===== src/hw/pvp_pkg.sv =====
// Shared constants and types of the PCM voice port
package pvp_pkg;
    // Channel and word geometry
    localparam int NCH = 3;
    localparam int WORD_BITS = 16;
    localparam int SAMPLE_BITS = 13;
    localparam int PAD_BITS = 3;
    localparam int SLOT_W = 4;
    localparam int CH_W = 2;
    localparam logic [3:0] LAST_BIT = 4'hF;
    localparam logic [3:0] LONG_SYNC_BITS = 4'h3;
    localparam logic [2:0] MAX_SLOTS_LOG2 = 3'h4;
    // Repeats of one voice sample in the 48 kHz channel
    localparam logic [2:0] REP_8K = 3'h6;
    localparam logic [2:0] REP_16K = 3'h3;
    // Bit clock least half period
    localparam int MCLK_NS = 10;
    localparam int BCLK_MIN_NS = 41;
    localparam logic [7:0] HALF_MIN_CYC =
        8'((BCLK_MIN_NS + MCLK_NS - 1) / MCLK_NS);
    // Fill of the three unused bits
    typedef enum logic [1:0] {
        PVP_FILL_ZERO = 2'b00,
        PVP_FILL_ONES = 2'b01,
        PVP_FILL_SIGN = 2'b10,
        PVP_FILL_PROG = 2'b11
    } pvp_fill_e;
    // Transport state
    typedef enum logic [1:0] {
        PVP_IDLE = 2'b00,
        PVP_RUN = 2'b01,
        PVP_REFUSED = 2'b10
    } pvp_state_e;
endpackage


===== src/hw/pvp_fifo2.sv =====
`timescale 1ns/1ps
// Small buffer with valid and ready on both sides
module pvp_fifo2 #(
    parameter int WIDTH = 18,
    parameter int DEPTH = 2
) (
    // Clock and reset
    input wire logic mclk,
    input wire logic nrst,
    // Filling side
    input wire logic in_valid,
    output logic in_ready,
    input wire logic [WIDTH-1:0] in_data,
    // Draining side
    output logic out_valid,
    input wire logic out_ready,
    output logic [WIDTH-1:0] out_data
);
    localparam int AW = (DEPTH > 1) ? $clog2(DEPTH) : 1;
    localparam logic [AW:0] FULL = (AW + 1)'(DEPTH);
    localparam logic [AW-1:0] LAST = AW'(DEPTH - 1);

    // Storage and pointers
    logic [WIDTH-1:0] mem_ff [DEPTH];
    logic [AW-1:0] wr_ff, nxt_wr, rd_ff, nxt_rd;
    logic [AW:0] cnt_ff, nxt_cnt;
    logic push, pop;

    // Honest full and empty
    assign in_ready = (cnt_ff != FULL);
    assign out_valid = (cnt_ff != '0);
    assign out_data = mem_ff[rd_ff];
    assign push = in_valid && in_ready;
    assign pop = out_valid && out_ready;

    // Next pointers and fill level
    always_comb
    begin
        nxt_wr = wr_ff;
        nxt_rd = rd_ff;
        nxt_cnt = cnt_ff;
        if (push)
            nxt_wr = (wr_ff == LAST) ? '0 : AW'(wr_ff + 1'b1);
        if (pop)
            nxt_rd = (rd_ff == LAST) ? '0 : AW'(rd_ff + 1'b1);
        if (push && !pop)
            nxt_cnt = (AW + 1)'(cnt_ff + 1'b1);
        else if (pop && !push)
            nxt_cnt = (AW + 1)'(cnt_ff - 1'b1);
    end

    // Register pointers
    always_ff @(posedge mclk or negedge nrst)
    begin
        if (!nrst)
        begin
            wr_ff <= '0;
            rd_ff <= '0;
            cnt_ff <= '0;
        end
        else
        begin
            wr_ff <= nxt_wr;
            rd_ff <= nxt_rd;
            cnt_ff <= nxt_cnt;
        end
    end

    // Store words
    always_ff @(posedge mclk)
    begin
        if (push)
            mem_ff[wr_ff] <= in_data;
    end
endmodule


===== src/hw/pvp_sync2.sv =====
`timescale 1ns/1ps
// Two flip-flop synchroniser for pin inputs
module pvp_sync2 #(
    parameter int WIDTH = 3
) (
    // Clock and reset
    input wire logic mclk,
    input wire logic nrst,
    // Asynchronous in, synchronous out
    input wire logic [WIDTH-1:0] d,
    output logic [WIDTH-1:0] q
);
    // First stage, read only by the second
    logic [WIDTH-1:0] meta_ff;
    // Second stage
    logic [WIDTH-1:0] q_ff;

    // Register both stages
    always_ff @(posedge mclk or negedge nrst)
    begin
        if (!nrst)
        begin
            meta_ff <= '0;
            q_ff <= '0;
        end
        else
        begin
            meta_ff <= d;
            q_ff <= meta_ff;
        end
    end

    assign q = q_ff;
endmodule


===== src/hw/pvp_voice_port.sv =====
// How it works
// Master drives bit clock and sync; slave receives.
// Two ports; pins yield to shared sound port.
// Three full-duplex channels over up to sixteen slots.
// Slots per frame follow the chosen bit rate.
// One slot serves both directions of a channel.
// Data output released in every unused slot.
// Release after falling edge of slot's last bit.
// Short sync: one bit wide, before slot zero.
// Slave short sync: fall sample, start next rise.
// Long sync: three bits, starting with slot zero.
// Narrowband uses 13 bits, position and order configurable.
// Spare bits ignored inbound, filled outbound as configured.
// Reset format: 13 bits, left aligned, MSB first.
// Transparent wideband: 16-bit samples, master or slave.
// Codec wideband: linear 16-bit samples at 16 kHz.
// Multiplexed frame: voice, then FM left, right.
// Voice sample repeated six or three times.
// Sync pulse marks each multiplexed frame start.
// Host alone enables multiplexed mode.
// Mixed voice rates only when this end masters.
// More channels need a faster bit clock.
// Mode changes only while transport is stopped.
// Counters reload at every frame sync.
`timescale 1ns/1ps
module pvp_voice_port (
    // Clock and reset
    input wire logic mclk,
    input wire logic nrst,
    // Transport control
    input wire logic start,
    input wire logic i2s_own,
    // Configuration, taken when the transport starts
    input wire logic cfg_master,
    input wire logic cfg_long_sync,
    input wire logic [2:0] cfg_slots_log2,
    input wire logic [7:0] cfg_half,
    input wire logic cfg_wideband_voice,
    input wire logic cfg_lsb_first,
    input wire logic cfg_right_align,
    input wire logic [1:0] cfg_fill,
    input wire logic [2:0] cfg_fill_val,
    input wire logic [2:0] cfg_chan_en,
    input wire logic [11:0] cfg_chan_slot,
    input wire logic cfg_mux,
    input wire logic cfg_rate16,
    input wire logic cfg_mux_multi,
    // Transmit samples
    input wire logic tx_valid,
    output logic tx_ready,
    input wire logic [1:0] tx_chan,
    input wire logic [15:0] tx_data,
    // Receive samples
    output logic rx_valid,
    input wire logic rx_ready,
    output logic [1:0] rx_chan,
    output logic [15:0] rx_data,
    // Status
    output logic running,
    output logic cfg_err,
    output logic rx_overrun,
    input wire logic overrun_clr,
    // PCM pins
    input wire logic bclk_i,
    output logic bclk_o,
    output logic bclk_oe_n,
    input wire logic fsync_i,
    output logic fsync_o,
    output logic fsync_oe_n,
    input wire logic din_i,
    output logic dout_o,
    output logic dout_oe_n
);
    localparam int CFG_W = 39;
    localparam int W = pvp_pkg::WORD_BITS;

    // Transport state and latched configuration
    pvp_pkg::pvp_state_e state_ff, nxt_state;
    logic [CFG_W-1:0] cfg_ff, nxt_cfg, cfg_in;
    logic c_master, c_long, c_wide, c_lsb, c_right, c_mux, c_rate16;
    logic c_multi;
    logic [2:0] c_log2, c_fval, c_en;
    logic [7:0] c_half;
    logic [1:0] c_fill;
    logic [11:0] c_slot;
    // Bit clock generation and edge finding
    logic [7:0] div_ff, nxt_div, half;
    logic bclk_ff, nxt_bclk, bclk_d_ff, m_tog, rise, fall, run;
    logic [2:0] pins_s;
    // Frame position
    logic [3:0] bit_ff, nxt_bit, slot_ff, nxt_slot, last_slot;
    logic fresh_ff, nxt_fresh, pend_ff, nxt_pend, fsp_ff, nxt_fsp;
    logic at_end, reload, long_hit;
    logic [2:0] rep_ff, nxt_rep, rep_n;
    // Channel hits
    logic [2:0] hits;
    logic [1:0] ch;
    logic any;
    // Data path
    logic [W-1:0] hold_ff [pvp_pkg::NCH];
    logic [W-1:0] nxt_hold [pvp_pkg::NCH];
    logic [2:0] full_ff, nxt_full;
    logic [W-1:0] txsh_ff, nxt_txsh, rxsh_ff, nxt_rxsh, word, rxw;
    logic [pvp_pkg::SAMPLE_BITS-1:0] s13;
    logic dout_ff, nxt_dout, doe_n_ff, nxt_doe_n;
    logic fs_ff, nxt_fs, pin_oe_n_ff, nxt_pin_oe_n;
    logic push, push_ready, ovr_ff, nxt_ovr;
    logic [W+1:0] push_data;

    // Unpack the latched configuration
    assign cfg_in = {cfg_master, cfg_long_sync, cfg_slots_log2, cfg_half,
        cfg_wideband_voice, cfg_lsb_first, cfg_right_align, cfg_fill,
        cfg_fill_val, cfg_chan_en, cfg_chan_slot, cfg_mux, cfg_rate16,
        cfg_mux_multi};
    assign {c_master, c_long, c_log2, c_half, c_wide, c_lsb, c_right,
        c_fill, c_fval, c_en, c_slot, c_mux, c_rate16, c_multi} = cfg_ff;

    // Pins from outside pass two flip-flops
    pvp_sync2 #(.WIDTH(3)) u_sync (
        .mclk(mclk),
        .nrst(nrst),
        .d({bclk_i, fsync_i, din_i}),
        .q(pins_s)
    );

    // Channels whose slot matches, with the first one chosen
    function automatic logic [2:0] slot_hits(input logic [3:0] s);
        logic [2:0] h;
        h = '0;
        for (int k = 0; k < pvp_pkg::NCH; k++)
        begin
            // fixed order in multiplexed frame
            if (c_mux)
                h[k] = (s == 4'(k));
            else
                h[k] = c_en[k] &&
                    (s == c_slot[k*pvp_pkg::SLOT_W +: pvp_pkg::SLOT_W]);
        end
        return h;
    endfunction

    // Build the outgoing slot word from a held sample
    function automatic logic [W-1:0] tx_fmt(input logic [W-1:0] d);
        logic [pvp_pkg::PAD_BITS-1:0] f;
        logic [pvp_pkg::SAMPLE_BITS-1:0] s;
        s = d[pvp_pkg::SAMPLE_BITS-1:0];
        // fill of spare bits
        case (pvp_pkg::pvp_fill_e'(c_fill))
            pvp_pkg::PVP_FILL_ZERO: f = '0;
            pvp_pkg::PVP_FILL_ONES: f = '1;
            pvp_pkg::PVP_FILL_SIGN:
                f = {pvp_pkg::PAD_BITS{s[pvp_pkg::SAMPLE_BITS-1]}};
            default: f = c_fval;
        endcase
        // sixteen-bit words pass whole
        // codec words also whole
        if (c_wide || c_mux)
            return d;
        // position of the thirteen bits
        return c_right ? {f, s} : {s, f};
    endfunction

    // Start, stop and refusal of the transport
    always_comb
    begin
        nxt_state = state_ff;
        nxt_cfg = cfg_ff;
        case (state_ff)
            pvp_pkg::PVP_IDLE:
                if (start)
                begin
                    // mixed rates refused as slave
                    if (cfg_mux && cfg_mux_multi && !cfg_master)
                        nxt_state = pvp_pkg::PVP_REFUSED;
                    else
                    begin
                        // config taken only from stop
                        nxt_state = pvp_pkg::PVP_RUN;
                        nxt_cfg = cfg_in;
                    end
                end
            pvp_pkg::PVP_RUN:
                if (!start)
                    nxt_state = pvp_pkg::PVP_IDLE;
            pvp_pkg::PVP_REFUSED:
                if (!start)
                    nxt_state = pvp_pkg::PVP_IDLE;
            default:
                nxt_state = pvp_pkg::PVP_IDLE;
        endcase
    end

    // Register the transport state
    always_ff @(posedge mclk or negedge nrst)
    begin
        if (!nrst)
        begin
            state_ff <= pvp_pkg::PVP_IDLE;
            // narrow, left aligned, MSB first
            cfg_ff <= '0;
        end
        else
        begin
            state_ff <= nxt_state;
            cfg_ff <= nxt_cfg;
        end
    end

    assign run = (state_ff == pvp_pkg::PVP_RUN);
    // frame length from slot count
    assign last_slot = 4'((5'h01 << ((c_log2 > pvp_pkg::MAX_SLOTS_LOG2) ?
        pvp_pkg::MAX_SLOTS_LOG2 : c_log2)) - 5'h01);
    assign half = (c_half < pvp_pkg::HALF_MIN_CYC) ?
        pvp_pkg::HALF_MIN_CYC : c_half;
    assign rep_n = c_rate16 ? pvp_pkg::REP_16K : pvp_pkg::REP_8K;
    assign tx_ready = (tx_chan < 2'(pvp_pkg::NCH)) && !full_ff[tx_chan];

    // Link side: clock, frame position, slot data
    always_comb
    begin
        nxt_div = '0;
        nxt_bclk = 1'b0;
        m_tog = 1'b0;
        // host sets faster clock by half period
        if (run && c_master)
        begin
            nxt_bclk = bclk_ff;
            nxt_div = 8'(div_ff + 8'h01);
            if (div_ff >= 8'(half - 8'h01))
            begin
                nxt_div = '0;
                nxt_bclk = !bclk_ff;
                m_tog = 1'b1;
            end
        end
        // own clock as master, pin clock as slave
        rise = run && (c_master ? (m_tog && !bclk_ff)
            : (pins_s[2] && !bclk_d_ff));
        fall = run && (c_master ? (m_tog && bclk_ff)
            : (!pins_s[2] && bclk_d_ff));
        at_end = (bit_ff == pvp_pkg::LAST_BIT) && (slot_ff == last_slot);
        // reload at generated or detected sync
        reload = at_end || (c_master ? fresh_ff : pend_ff);
        long_hit = fall && !c_master && c_long && pins_s[1] && !fsp_ff;
        nxt_bit = bit_ff;
        nxt_slot = slot_ff;
        nxt_fresh = fresh_ff;
        nxt_pend = pend_ff;
        nxt_fsp = fsp_ff;
        nxt_rep = rep_ff;
        if (!run)
        begin
            nxt_bit = '0;
            nxt_slot = '0;
            nxt_fresh = 1'b1;
            nxt_pend = 1'b0;
            nxt_rep = '0;
        end
        else if (rise)
        begin
            nxt_pend = 1'b0;
            if (reload)
            begin
                nxt_bit = '0;
                nxt_slot = '0;
                if (c_master || pend_ff)
                    nxt_fresh = 1'b0;
                // count repeats per multiplexed frame
                if (c_mux && !fresh_ff)
                    nxt_rep = (rep_ff == 3'(rep_n - 3'h1)) ? '0
                        : 3'(rep_ff + 3'h1);
            end
            else
            begin
                nxt_bit = 4'(bit_ff + 4'h1);
                if (bit_ff == pvp_pkg::LAST_BIT)
                    nxt_slot = 4'(slot_ff + 4'h1);
            end
        end
        else if (fall)
        begin
            // short sync sampled on falling edge
            nxt_pend = !c_master && !c_long && pins_s[1];
            nxt_fsp = pins_s[1];
            // long sync start is slot zero bit zero
            if (long_hit)
            begin
                nxt_bit = '0;
                nxt_slot = '0;
                nxt_fresh = 1'b0;
            end
        end
        // up to three channels on the slots
        hits = slot_hits(nxt_slot) & {3{!nxt_fresh}};
        any = |hits;
        ch = hits[0] ? 2'h0 : (hits[1] ? 2'h1 : 2'h2);
        nxt_hold = hold_ff;
        nxt_full = full_ff;
        nxt_txsh = txsh_ff;
        nxt_rxsh = rxsh_ff;
        nxt_dout = dout_ff;
        nxt_doe_n = doe_n_ff;
        nxt_fs = fs_ff;
        word = txsh_ff;
        rxw = c_lsb ? {pins_s[0], rxsh_ff[W-1:1]}
            : {rxsh_ff[W-2:0], pins_s[0]};
        push = 1'b0;
        if (rise)
        begin
            if (any && nxt_bit == '0)
            begin
                word = tx_fmt(hold_ff[ch]);
                // voice sample kept for all repeats
                if (!(c_mux && ch == 2'h0 && nxt_rep != 3'(rep_n - 3'h1)))
                    nxt_full[ch] = 1'b0;
            end
            nxt_txsh = word;
            nxt_dout = c_lsb ? word[nxt_bit] : word[4'(pvp_pkg::LAST_BIT
                - nxt_bit)];
            // driven only in used slots
            nxt_doe_n = !any;
            // short sync in last bit before frame
            // every frame, multiplexed too
            nxt_fs = c_long ? (nxt_slot == '0 &&
                nxt_bit < pvp_pkg::LONG_SYNC_BITS)
                : (nxt_bit == pvp_pkg::LAST_BIT && nxt_slot == last_slot);
        end
        // release after last falling edge
        if (fall && bit_ff == pvp_pkg::LAST_BIT)
            nxt_doe_n = 1'b1;
        // pins yield to the sound port
        if (!run || i2s_own)
            nxt_doe_n = 1'b1;
        if (!run || !c_master)
            nxt_fs = 1'b0;
        // same slot received as sent
        if (fall && any)
        begin
            nxt_rxsh = rxw;
            if (nxt_bit == pvp_pkg::LAST_BIT)
                push = !(c_mux && ch == 2'h0 && nxt_rep != '0);
        end
        // spare bits dropped, sign extended
        s13 = c_right ? rxw[pvp_pkg::SAMPLE_BITS-1:0]
            : rxw[W-1:pvp_pkg::PAD_BITS];
        push_data = {ch, (c_wide || c_mux) ? rxw
            : {{pvp_pkg::PAD_BITS{s13[pvp_pkg::SAMPLE_BITS-1]}}, s13}};
        // Host writes win over consumption
        if (tx_valid && tx_ready)
        begin
            nxt_hold[tx_chan] = tx_data;
            nxt_full[tx_chan] = 1'b1;
        end
        // Overrun set wins over clear
        nxt_ovr = (ovr_ff && !overrun_clr) || (push && !push_ready);
        nxt_pin_oe_n = !(run && c_master && !i2s_own);
    end

    // Register link side state
    always_ff @(posedge mclk or negedge nrst)
    begin
        if (!nrst)
        begin
            div_ff <= '0;
            bclk_ff <= 1'b0;
            bclk_d_ff <= 1'b0;
            bit_ff <= '0;
            slot_ff <= '0;
            fresh_ff <= 1'b1;
            pend_ff <= 1'b0;
            fsp_ff <= 1'b0;
            rep_ff <= '0;
            for (int k = 0; k < pvp_pkg::NCH; k++)
                hold_ff[k] <= '0;
            full_ff <= '0;
            txsh_ff <= '0;
            rxsh_ff <= '0;
            dout_ff <= 1'b0;
            doe_n_ff <= 1'b1;
            fs_ff <= 1'b0;
            pin_oe_n_ff <= 1'b1;
            ovr_ff <= 1'b0;
        end
        else
        begin
            div_ff <= nxt_div;
            bclk_ff <= nxt_bclk;
            bclk_d_ff <= pins_s[2];
            bit_ff <= nxt_bit;
            slot_ff <= nxt_slot;
            fresh_ff <= nxt_fresh;
            pend_ff <= nxt_pend;
            fsp_ff <= nxt_fsp;
            rep_ff <= nxt_rep;
            hold_ff <= nxt_hold;
            full_ff <= nxt_full;
            txsh_ff <= nxt_txsh;
            rxsh_ff <= nxt_rxsh;
            dout_ff <= nxt_dout;
            doe_n_ff <= nxt_doe_n;
            fs_ff <= nxt_fs;
            pin_oe_n_ff <= nxt_pin_oe_n;
            ovr_ff <= nxt_ovr;
        end
    end

    // Two-entry buffer; a word arriving while both entries are full is lost and sets overrun
    pvp_fifo2 #(.WIDTH(W + 2), .DEPTH(2)) u_rxbuf (
        .mclk(mclk),
        .nrst(nrst),
        .in_valid(push),
        .in_ready(push_ready),
        .in_data(push_data),
        .out_valid(rx_valid),
        .out_ready(rx_ready),
        .out_data({rx_chan, rx_data})
    );

    // Outputs from flip-flops
    assign bclk_o = bclk_ff;
    assign bclk_oe_n = pin_oe_n_ff;
    assign fsync_o = fs_ff;
    assign fsync_oe_n = pin_oe_n_ff;
    assign dout_o = dout_ff;
    assign dout_oe_n = doe_n_ff;
    assign running = run;
    assign cfg_err = (state_ff == pvp_pkg::PVP_REFUSED);
    assign rx_overrun = ovr_ff;
endmodule


===== config.mk =====
export PLATFORM = sky130hd
export DESIGN_NAME = pvp_voice_port
export DESIGN_NICKNAME = d
export VERILOG_FILES = /design/src/hw/pvp_pkg.sv /design/src/hw/pvp_fifo2.sv /design/src/hw/pvp_sync2.sv /design/src/hw/pvp_voice_port.sv
export SDC_FILE = /design/constraint.sdc
export NUM_CORES = 1
export LEC_CHECK = 0
export ABC_AREA = 1
export ABC_CLOCK_PERIOD_IN_PS = 6400
export BUFFER_PORTS_ARGS = -buffer_cell sky130_fd_sc_hd__buf_2
export CAP_MARGIN = 20
export CELL_PAD_IN_SITES_DETAIL_PLACEMENT = 1
export CELL_PAD_IN_SITES_GLOBAL_PLACEMENT = 1
export CORE_MARGIN = 4
export CORE_UTILIZATION = 45
export DETAILED_ROUTE_END_ITERATION = 16
export MAX_ROUTING_LAYER = met4
export PLACE_DENSITY_LB_ADDON = 0.1
export SYNTH_ARGS = -nofsm -noshare
export SYNTH_HDL_FRONTEND = slang
export SYNTH_SLANG_ARGS = --single-unit

===== constraint.sdc =====
create_clock -name mclk -period 6.4 [get_ports mclk]
set_input_delay 0 -clock mclk [delete_from_list [all_inputs] [get_ports mclk]]
set_output_delay 0 -clock mclk [all_outputs]
set_load 0.02 [all_outputs]

==> results of run 1 <==
[final timing paths]
kind / startpoint / endpoint / cells past startpoint
max: cfg_ff[30]$_DFFE_PN0P_ / u_rxbuf.cnt_ff[1]$_DFFE_PN0P_ / 35
min: tx_chan[1] / hold_ff[12]$_DFFE_PN0P_ / 3
max reg2reg: cfg_ff[30]$_DFFE_PN0P_ / u_rxbuf.cnt_ff[1]$_DFFE_PN0P_ / 35
min reg2reg: u_sync.meta_ff[1]$_DFF_PN0_ / u_sync.q[1]$_DFF_PN0_ / 0
max in group asynchronous: nrst / txsh_ff[0]$_DFFE_PN0P_ / 3
min in group asynchronous: nrst / cfg_ff[27]$_DFFE_PN0P_ / 2
[kinds of logic after synthesis]
group	count (synthesis)	synth area share (%)
AOI/OAI and AO/OA	175	8.99
xor gates and xnor gates	19	1.63
adders and majority gates	17	2.09
buffers and inverters	167	6.56
DFF	198	50.4
muxes	25	2.75
and+or+nand+nor	630	27.6
[sequential cells by signal, summed over array words and instances (netlist names), 4 cells and up]
signal,cells
hold_ff,48
cfg_ff,38
u_rxbuf.mem_ff,36
rxsh_ff,16
txsh_ff,16
div_ff,8
bit_ff,4
slot_ff,4
[power by group]
part | switching (mW) | internal, mW
clock network | 0.512 | 0.549
registers | 0.232 | 1.53
logic | 0.838 | 0.480
[layout by cell type (no fill, tap or decap), types with 8 or more instances in the layout]
cell / synthesis / final
a21oi_1: 33 / 33
ha_1: 17 / 17
buf_4: 2 / 9
edfxtp_1: 36 / 36
buf_2: 7 / 94
o21ai_0: 119 / 119
nand2_1: 379 / 379
mux2_2: 24 / 24
nor2_1: 75 / 74
dlygate4sd3_1: 0 / 63
inv_1: 120 / 120
nand4_1: 30 / 30
nand3_1: 80 / 79
xor2_1: 14 / 14
nand3_2: 13 / 14
clkbuf_16: 0 / 17
nor3_1: 9 / 9
nor2_2: 7 / 8
nand2_2: 16 / 16
dfrtp_1: 159 / 159
[per-stage QoR]
step / cell area (um^2) / std cells / utilization [%] / worst slack [ps]
after detailed placement: 10900 / 1577 / 49.5 / 685
after global routing: 12200 / 1673 / 55.1 / 65.8
after CTS: 12100 / 1672 / 55.0 / 609
after global placement: 10900 / 1576 / 49.5 / 1040
after floorplan: 10200 / 1231 / - / 1410
final: 12200 / 1673 / 55.1 / 650
[worst min-delay path: stages]
cell,delay [ps]
buf_2,120
nand2_1,170
o21ai_0,120
[routing by layer]
metal,GRT usage [%],vias to the layer above,share of wire [%]
met5,-,-,0
met4,5.56,0,1.2
met3,3.10,25,2.5
met2,40.2,124,49
met1,32.2,4270,47
li1,-,4320,-
[cell type report]
type                    count  area [um^2]  area share, %
well taps                 280          350           2.88
inverters                 128          490           4.03
clock inverters            14          139           1.14
clock buffers              18          429           3.53
flip-flops and latches    198         5140           42.2
multi-input cells         866         4400           36.2
repair buffers            169         1220           10.0
==> qor.yml, run 1 <==
die:
  die_w_um: 159
  num_io_pins: 96
  rows: 54
  fp.dieH_um: 159
  fp.coreArea_um2: 22100
  die_area_um2: 25100
  floorplan.initialDensity_pct: 46.2
synthesis:
  yosysTopAreaCell: "dfrtp_1"
  synth_area_um2: 10200
  synth_top_cell_area_share_pct: 39.0
  netlist_instances: 1231
  yosysSeqAreaShare_pct: 50.4
  synth_edf_count: 36
  netlist_top_cells_count: "nand2_1, dfrtp_1, inv_1"
  synthFlopType: "dfrtp_1"
  ys_ff_latch: 198
  synth_nets: 1315
  avgSynthCellArea_um2: 8.29
  synth.top_cells.by_area: "dfrtp_1, nand2_1, edfxtp_1"
  ys_async_sr_fraction_pct: 81.8
  ys_types: 47
  yosys_warnings: 0
  yosysMostFrequentCell: "nand2_1"
sta:
  fin_crit_ps: 5750
  slew_viol_final: 0
  whs_ps: 35.1
  hold_viol: 0
  slew-limit-headroom_pct: 45.8
  setup_viol: 0
  period_share_pct: 89.8
  rsz0062_at_grt: "false"
  tightest_slew_ps: 793
  fmax_mhz: 174
  tns_ps: 0
  clock-skew-final_ps: 10.6
min_path:
  hold_class: "input pin to flop"
power_and_ir_drop:
  leakagePower_nw: 5.94
  peakVddDrop_v: 0.000168
  powerDensity_nw_per_um2: 340
  p_total_mw: 4.14
routing:
  wire_per_inst_um: 16.7
  avgViaCountPerCell: 5.22
  drt_wl_total_um: 28000
  first_iter_violations: 493
  final_antenna_net_count: 0
  dr_total_vias: 8739
  firstDrtPassIters: 4
  drc: 0
cts:
  cts_tree: "built"
  cts_buffer_depth: 2
  cts_buffers: 17
  clk_pin_slew_worst_paths_ps: 80
  clock_tree.root_cell: "clkbuf_16"
  cts_hold_buf: 63
  post_cts.repair.setup_buffers: 0
  cts_resized: 0
  cts.sinks: 198
  worstSkewPairLatency_ps: 440
  h-tree-depth: 4
global_routing:
  grt_overflow: 0
  grt_first_pass_wirelength_um: 47400
  grt_use_total_pct: 24.3
  antenna_found_initial: 0
  grt_max_degree: 63
  grt_pass1_vias: 9246
setup_path:
  critPathArrivalTime_ps: 6060
  cpMaxStageDelayCell: "dfrtp_1"
  worst-path-buf-inv: 4
  crit_fanout: 16
  r2r_setup_slack_ps: 650
  cpPeakStageDelay_ps: 420
  cp_data_required_time_ps: 6710
  crit_path_start_kind: "flop"
  worst_setup_path_end_kind: "flop"
  crit_family: "simple AND/OR/NAND/NOR gates"
  path_class: "flop to flop"
placement:
  io_buffer_count: 95
  place_hpwl_um: 19900
  place_congestion: 0.827
finish:
  drive_above_1_share_pct: 16.1
  nets: 1464
  fillCellCount: 2708
  areaGrowthSynthToFinish_pct: 19.3
  diodes: 0
outcome:
  status: "completed"
job:
  max_cap_violations: 0
Power figures use the tool's default switching activity.
==> run 2: changes to the inputs <==
Settings changed: ABC_AREA 1 to default, BUFFER_PORTS_ARGS -buffer_cell sky130_fd_sc_hd__buf_2 to -buffer_cell sky130_fd_sc_hd__buf_4, CORE_UTILIZATION 45 to 48.
==> qor.yml, run 2 <==
outcome:
  status: "completed"  # unchanged
sta:
  tightest_slew_ps: 962  # was 793 ps
  hold_viol: 0  # unchanged
  rsz0062_at_grt: "false"  # unchanged
  tns_ps: 0  # unchanged
  fmax_mhz: 168  # was 174 MHz
  fin_ws_ps: 432  # was 650 ps
  fin_crit_ps: 5970  # was 5750 ps
  slew-limit-headroom_pct: 35.9  # was 45.8%
  setup_viol: 0  # unchanged
  slew_viol_final: 0  # unchanged
  period_share_pct: 93.3  # was 89.8%
  clock-skew-final_ps: 15.6  # was 10.6 ps
setup_path:
  worst-path-buf-inv: 3  # was 4
  critPathArrivalTime_ps: 6280  # was 6060 ps
  cpMaxStageDelayCell: "or4_1"  # was dfrtp_1
  crit_family: "simple AND/OR/NAND/NOR gates"  # unchanged
  cpPeakStageDelay_ps: 640  # was 420 ps
  r2r_setup_slack_ps: 430  # was 650 ps
  crit_path_start_kind: "flop"  # unchanged
  cp_cell_sequence: "or4_1 -> o31ai_1 -> ha_1 -> nand2_1 -> nor4_1 -> xnor2_1 -> ha_1 -> and3_1 -> a221oi_2 -> a31o_1 -> nor2_2 -> a22oi_4 -> inv_1 -> or4_1 -> o41ai_4 -> a211oi_2 -> buf_4 -> nor3_4 -> nand3_1 -> buf_4 -> o31ai_1 -> nand2b_1"
  path_class: "flop to flop"  # unchanged
  reg2reg_to: "full_ff[2]$_DFF_PN0_"  # was u_rxbuf.cnt_ff[1]$_DFFE_PN0P_
  cp_data_required_time_ps: 6720  # was 6710 ps
  worst_setup_path_end_kind: "flop"  # unchanged
  ff2ff_path_depth: 22  # was 35
  r2r_start: "cfg_ff[29]$_DFFE_PN0P_"  # was cfg_ff[30]$_DFFE_PN0P_
  crit_fanout: 32  # was 16
finish:
  multi_input_area_um2: 4820  # was 4400 um^2
  design_area_um2: 12500  # was 12,200 um^2
  top_register: "hold_ff"  # unchanged
  largest_reg_flops: 48  # unchanged
  seq_area_um2: 5140  # unchanged
  mostFrequentLayoutCells: "dfrtp_1, buf_4, mux2_2, nand2_1, nor2_1"  # was nand2_1, dfrtp_1, inv_1, o21ai_0, buf_2
  drive_above_1_share_pct: 26.0  # was 16.1%
  areaGrowthSynthToFinish_pct: 22.8  # was 19.3%
  final_common_cell: "dfrtp_1"  # was nand2_1
  nets: 1155  # was 1,464
  diodes: 0  # unchanged
  largest_registers: "hold_ff (48), cfg_ff (38), u_rxbuf.mem_ff (36)"  # unchanged
  fillCellCount: 2250  # was 2,708
routing:
  drt_wl_total_um: 27100  # was 28,000 um
  final_antenna_net_count: 0  # unchanged
  first_iter_violations: 415  # was 493
  firstDrtPassIters: 5  # was 4
  dr_total_vias: 7711  # was 8,739
  drc: 0  # unchanged
  wire_per_inst_um: 20.0  # was 16.7 um
  avgViaCountPerCell: 5.67  # was 5.22
synthesis:
  yosysMostFrequentCell: "dfrtp_1"  # was nand2_1
  yosys_warnings: 0  # unchanged
  netlist_top_cells_count: "dfrtp_1, mux2_2, nand2_1"  # was nand2_1, dfrtp_1, inv_1
  synth_xor_xnor_area_share_pct: 2.75  # was 1.63%
  synth_top_family_by_area: "multiplexers"  # was simple AND/OR/NAND/NOR gates
  synth.area.mux_share_pct: 17.7  # was 2.75%
  yosysTopAreaCell: "dfrtp_1"  # unchanged
  netlist_instances: 922  # was 1,231
  ys_async_sr_fraction_pct: 81.8  # unchanged
  synth_edf_count: 36  # unchanged
  avgSynthCellArea_um2: 11.0  # was 8.29 um^2
  synth.top_cells.by_area: "dfrtp_1, mux2_2, edfxtp_1"  # was dfrtp_1, nand2_1, edfxtp_1
  synth_top_cell_area_share_pct: 39.1  # was 39.0%
  ys_ff_latch: 198  # unchanged
  synthSimpleGateAreaFrac_pct: 12.3  # was 27.6%
  synth_nets: 1006  # was 1,315
  yosysSeqAreaShare_pct: 50.5  # was 50.4%
  synth_area_um2: 10200  # about the same
  synth-compound-area-share_pct: 11.9  # was 8.99%
  synthAdderAreaFrac_pct: 2.09  # about the same
  ys_types: 77  # was 47
  synthFlopType: "dfrtp_1"  # unchanged
die:
  fp.coreArea_um2: 21000  # was 22,100 um^2
  floorplan.initialDensity_pct: 48.6  # was 46.2%
  die_area_um2: 23600  # was 25,100 um^2
  fp.dieH_um: 154  # was 159 um
  num_io_pins: 96  # unchanged
  die_w_um: 154  # was 159 um
  rows: 53  # was 54
min_path:
  min-delay-start: "cfg_mux_multi"  # was tx_chan[1]
  hold_class: "input pin to flop"  # unchanged
  whs_path_depth: 4  # was 3
  hold_end: "state_ff[1]$_DFFE_PN0P_"  # was hold_ff[12]$_DFFE_PN0P_
power_and_ir_drop:
  powerDensity_nw_per_um2: 348  # was 340 nW/um^2
  leakagePower_nw: 5.36  # was 5.94 nW
  peakVddDrop_v: 0.000255  # was 0.000168 V
cts:
  worstSkewPairLatency_ps: 440  # about the same
  cts_buffers: 17  # unchanged
  cts.sinks: 198  # unchanged
  clock_tree.root_cell: "clkbuf_16"  # unchanged
  cts_tree: "built"  # unchanged
  clk_pin_slew_worst_paths_ps: 80  # about the same
  cts_buffer_depth: 2  # unchanged
  h-tree-depth: 4  # unchanged
global_routing:
  grt_first_pass_wirelength_um: 45100  # was 47,400 um
  antenna_found_initial: 0  # unchanged
  grt_pass1_vias: 8305  # was 9,246
  grt_use_total_pct: 24.4  # was 24.3%
  grt_overflow: 0  # unchanged
  grt_max_degree: 100  # was 63
placement:
  io_buffer_count: 95  # unchanged
  pre_cts_slack_ps: 178  # was 685 ps
  place_congestion: 0.848  # was 0.827
  place_hpwl_um: 18200  # was 19,900 um
  dpl_cell_area_um2: 11200  # was 10,900 um^2
job:
  max_cap_violations: 0  # unchanged
[run 2: cell count changes after synthesis, moves of 8 or more]
cell      previous run  this run
nand4_1             30         7
nand3_2             13         0
nand3_1             80        25
o21ai_0            119        43
o211ai_1             1        10
mux2_2              24       102
a21oi_1             33        47
mux2i_1              1        65
nand2_1            379        88
nand2_2             16         0
xnor2_1              5        15
clkbuf_1            28        36
inv_1              120        20
[run 2: through the flow]
| step | power [mW] | hold WS, ps | utilization [%] | cells |
|---|---|---|---|---|
| after global routing | 4.61 | 116 | 59.7 | 1359 |
| after floorplan | 2.76 | -296 | - | 922 |
| after detailed placement | 3.19 | 112 | 53.6 | 1263 |
| after global placement | 3.13 | 110 | 53.6 | 1263 |
| after CTS | 4.36 | 41.8 | 59.5 | 1358 |
| final | 4.35 | 112 | 59.7 | 1359 |
[run 2: how the worst max path moves through the flow]
| stage | startpoint | to | slack (ps) | depth (start not counted) |
|---|---|---|---|---|
| 2_1_floorplan | cfg_ff[29]$_DFFE_PN0P_ | u_rxbuf.mem_ff[0][0]$_DFFE_PP_ | 150 | 19 |
| 5_1_grt | cfg_ff[29]$_DFFE_PN0P_ | full_ff[2]$_DFF_PN0_ | 10 | 22 |
| 3_3_place_gp | cfg_ff[29]$_DFFE_PN0P_ | u_rxbuf.mem_ff[0][3]$_DFFE_PP_ | 370 | 19 |
| 6_report | cfg_ff[29]$_DFFE_PN0P_ | full_ff[2]$_DFF_PN0_ | 430 | 22 |
| 3_5_place_dp | cfg_ff[29]$_DFFE_PN0P_ | u_rxbuf.mem_ff[0][3]$_DFFE_PP_ | 180 | 19 |
| 4_1_cts | cfg_ff[29]$_DFFE_PN0P_ | u_rxbuf.mem_ff[0][8]$_DFFE_PP_ | 130 | 19 |
[run 2: power breakdown]
group | switching [mW] | internal (mW)
Combinational | 0.685 | 0.605
Clock | 0.526 | 0.602
Sequential | 0.323 | 1.61
Total | 1.53 | 2.82
[run 2: cell families after synthesis]
group	count (synthesis)
and+or+nand+nor	265
DFF	198
AOI/OAI and AO/OA	173
muxes	167
buffers and inverters	70
xor gates and xnor gates	32
adders and majority gates	17
[run 2: area by class of cell]
class                   instances  share of cell area (%)
well taps                     275                    2.75
flip-flops and latches        198                    41.1
multi-input cells             654                    38.6
clock buffers                  19                    3.54
clock inverters                13                    1.30
inverters                      22                   0.660
repair buffers                178                    12.1
[run 2: what timing repair did]
| action | in CTS | in global routing |
|---|---|---|
| buffers inserted | 0 | 0 |
| gates resized for setup | 0 | 6 |
| hold endpoints to repair | 192 | 0 |
| hold buffers | 63 | 0 |
| setup endpoints to repair | 0 | 44 |
[run 2: per-layer routing]
layer | vias up | track usage [%] | share of wire, %
met5 | - | - | 0
met4 | 0 | 5.93 | 1.7
met3 | 35 | 3.80 | 2.9
met2 | 130 | 40.4 | 50
met1 | 3892 | 31.9 | 45
li1 | 3654 | - | -
[run 2: tightest hold or removal path, delay by kind of cell]
kind	cells	cell delay (ps)
buf+inv	1	110
compound gates	2	320
simple gates	1	80
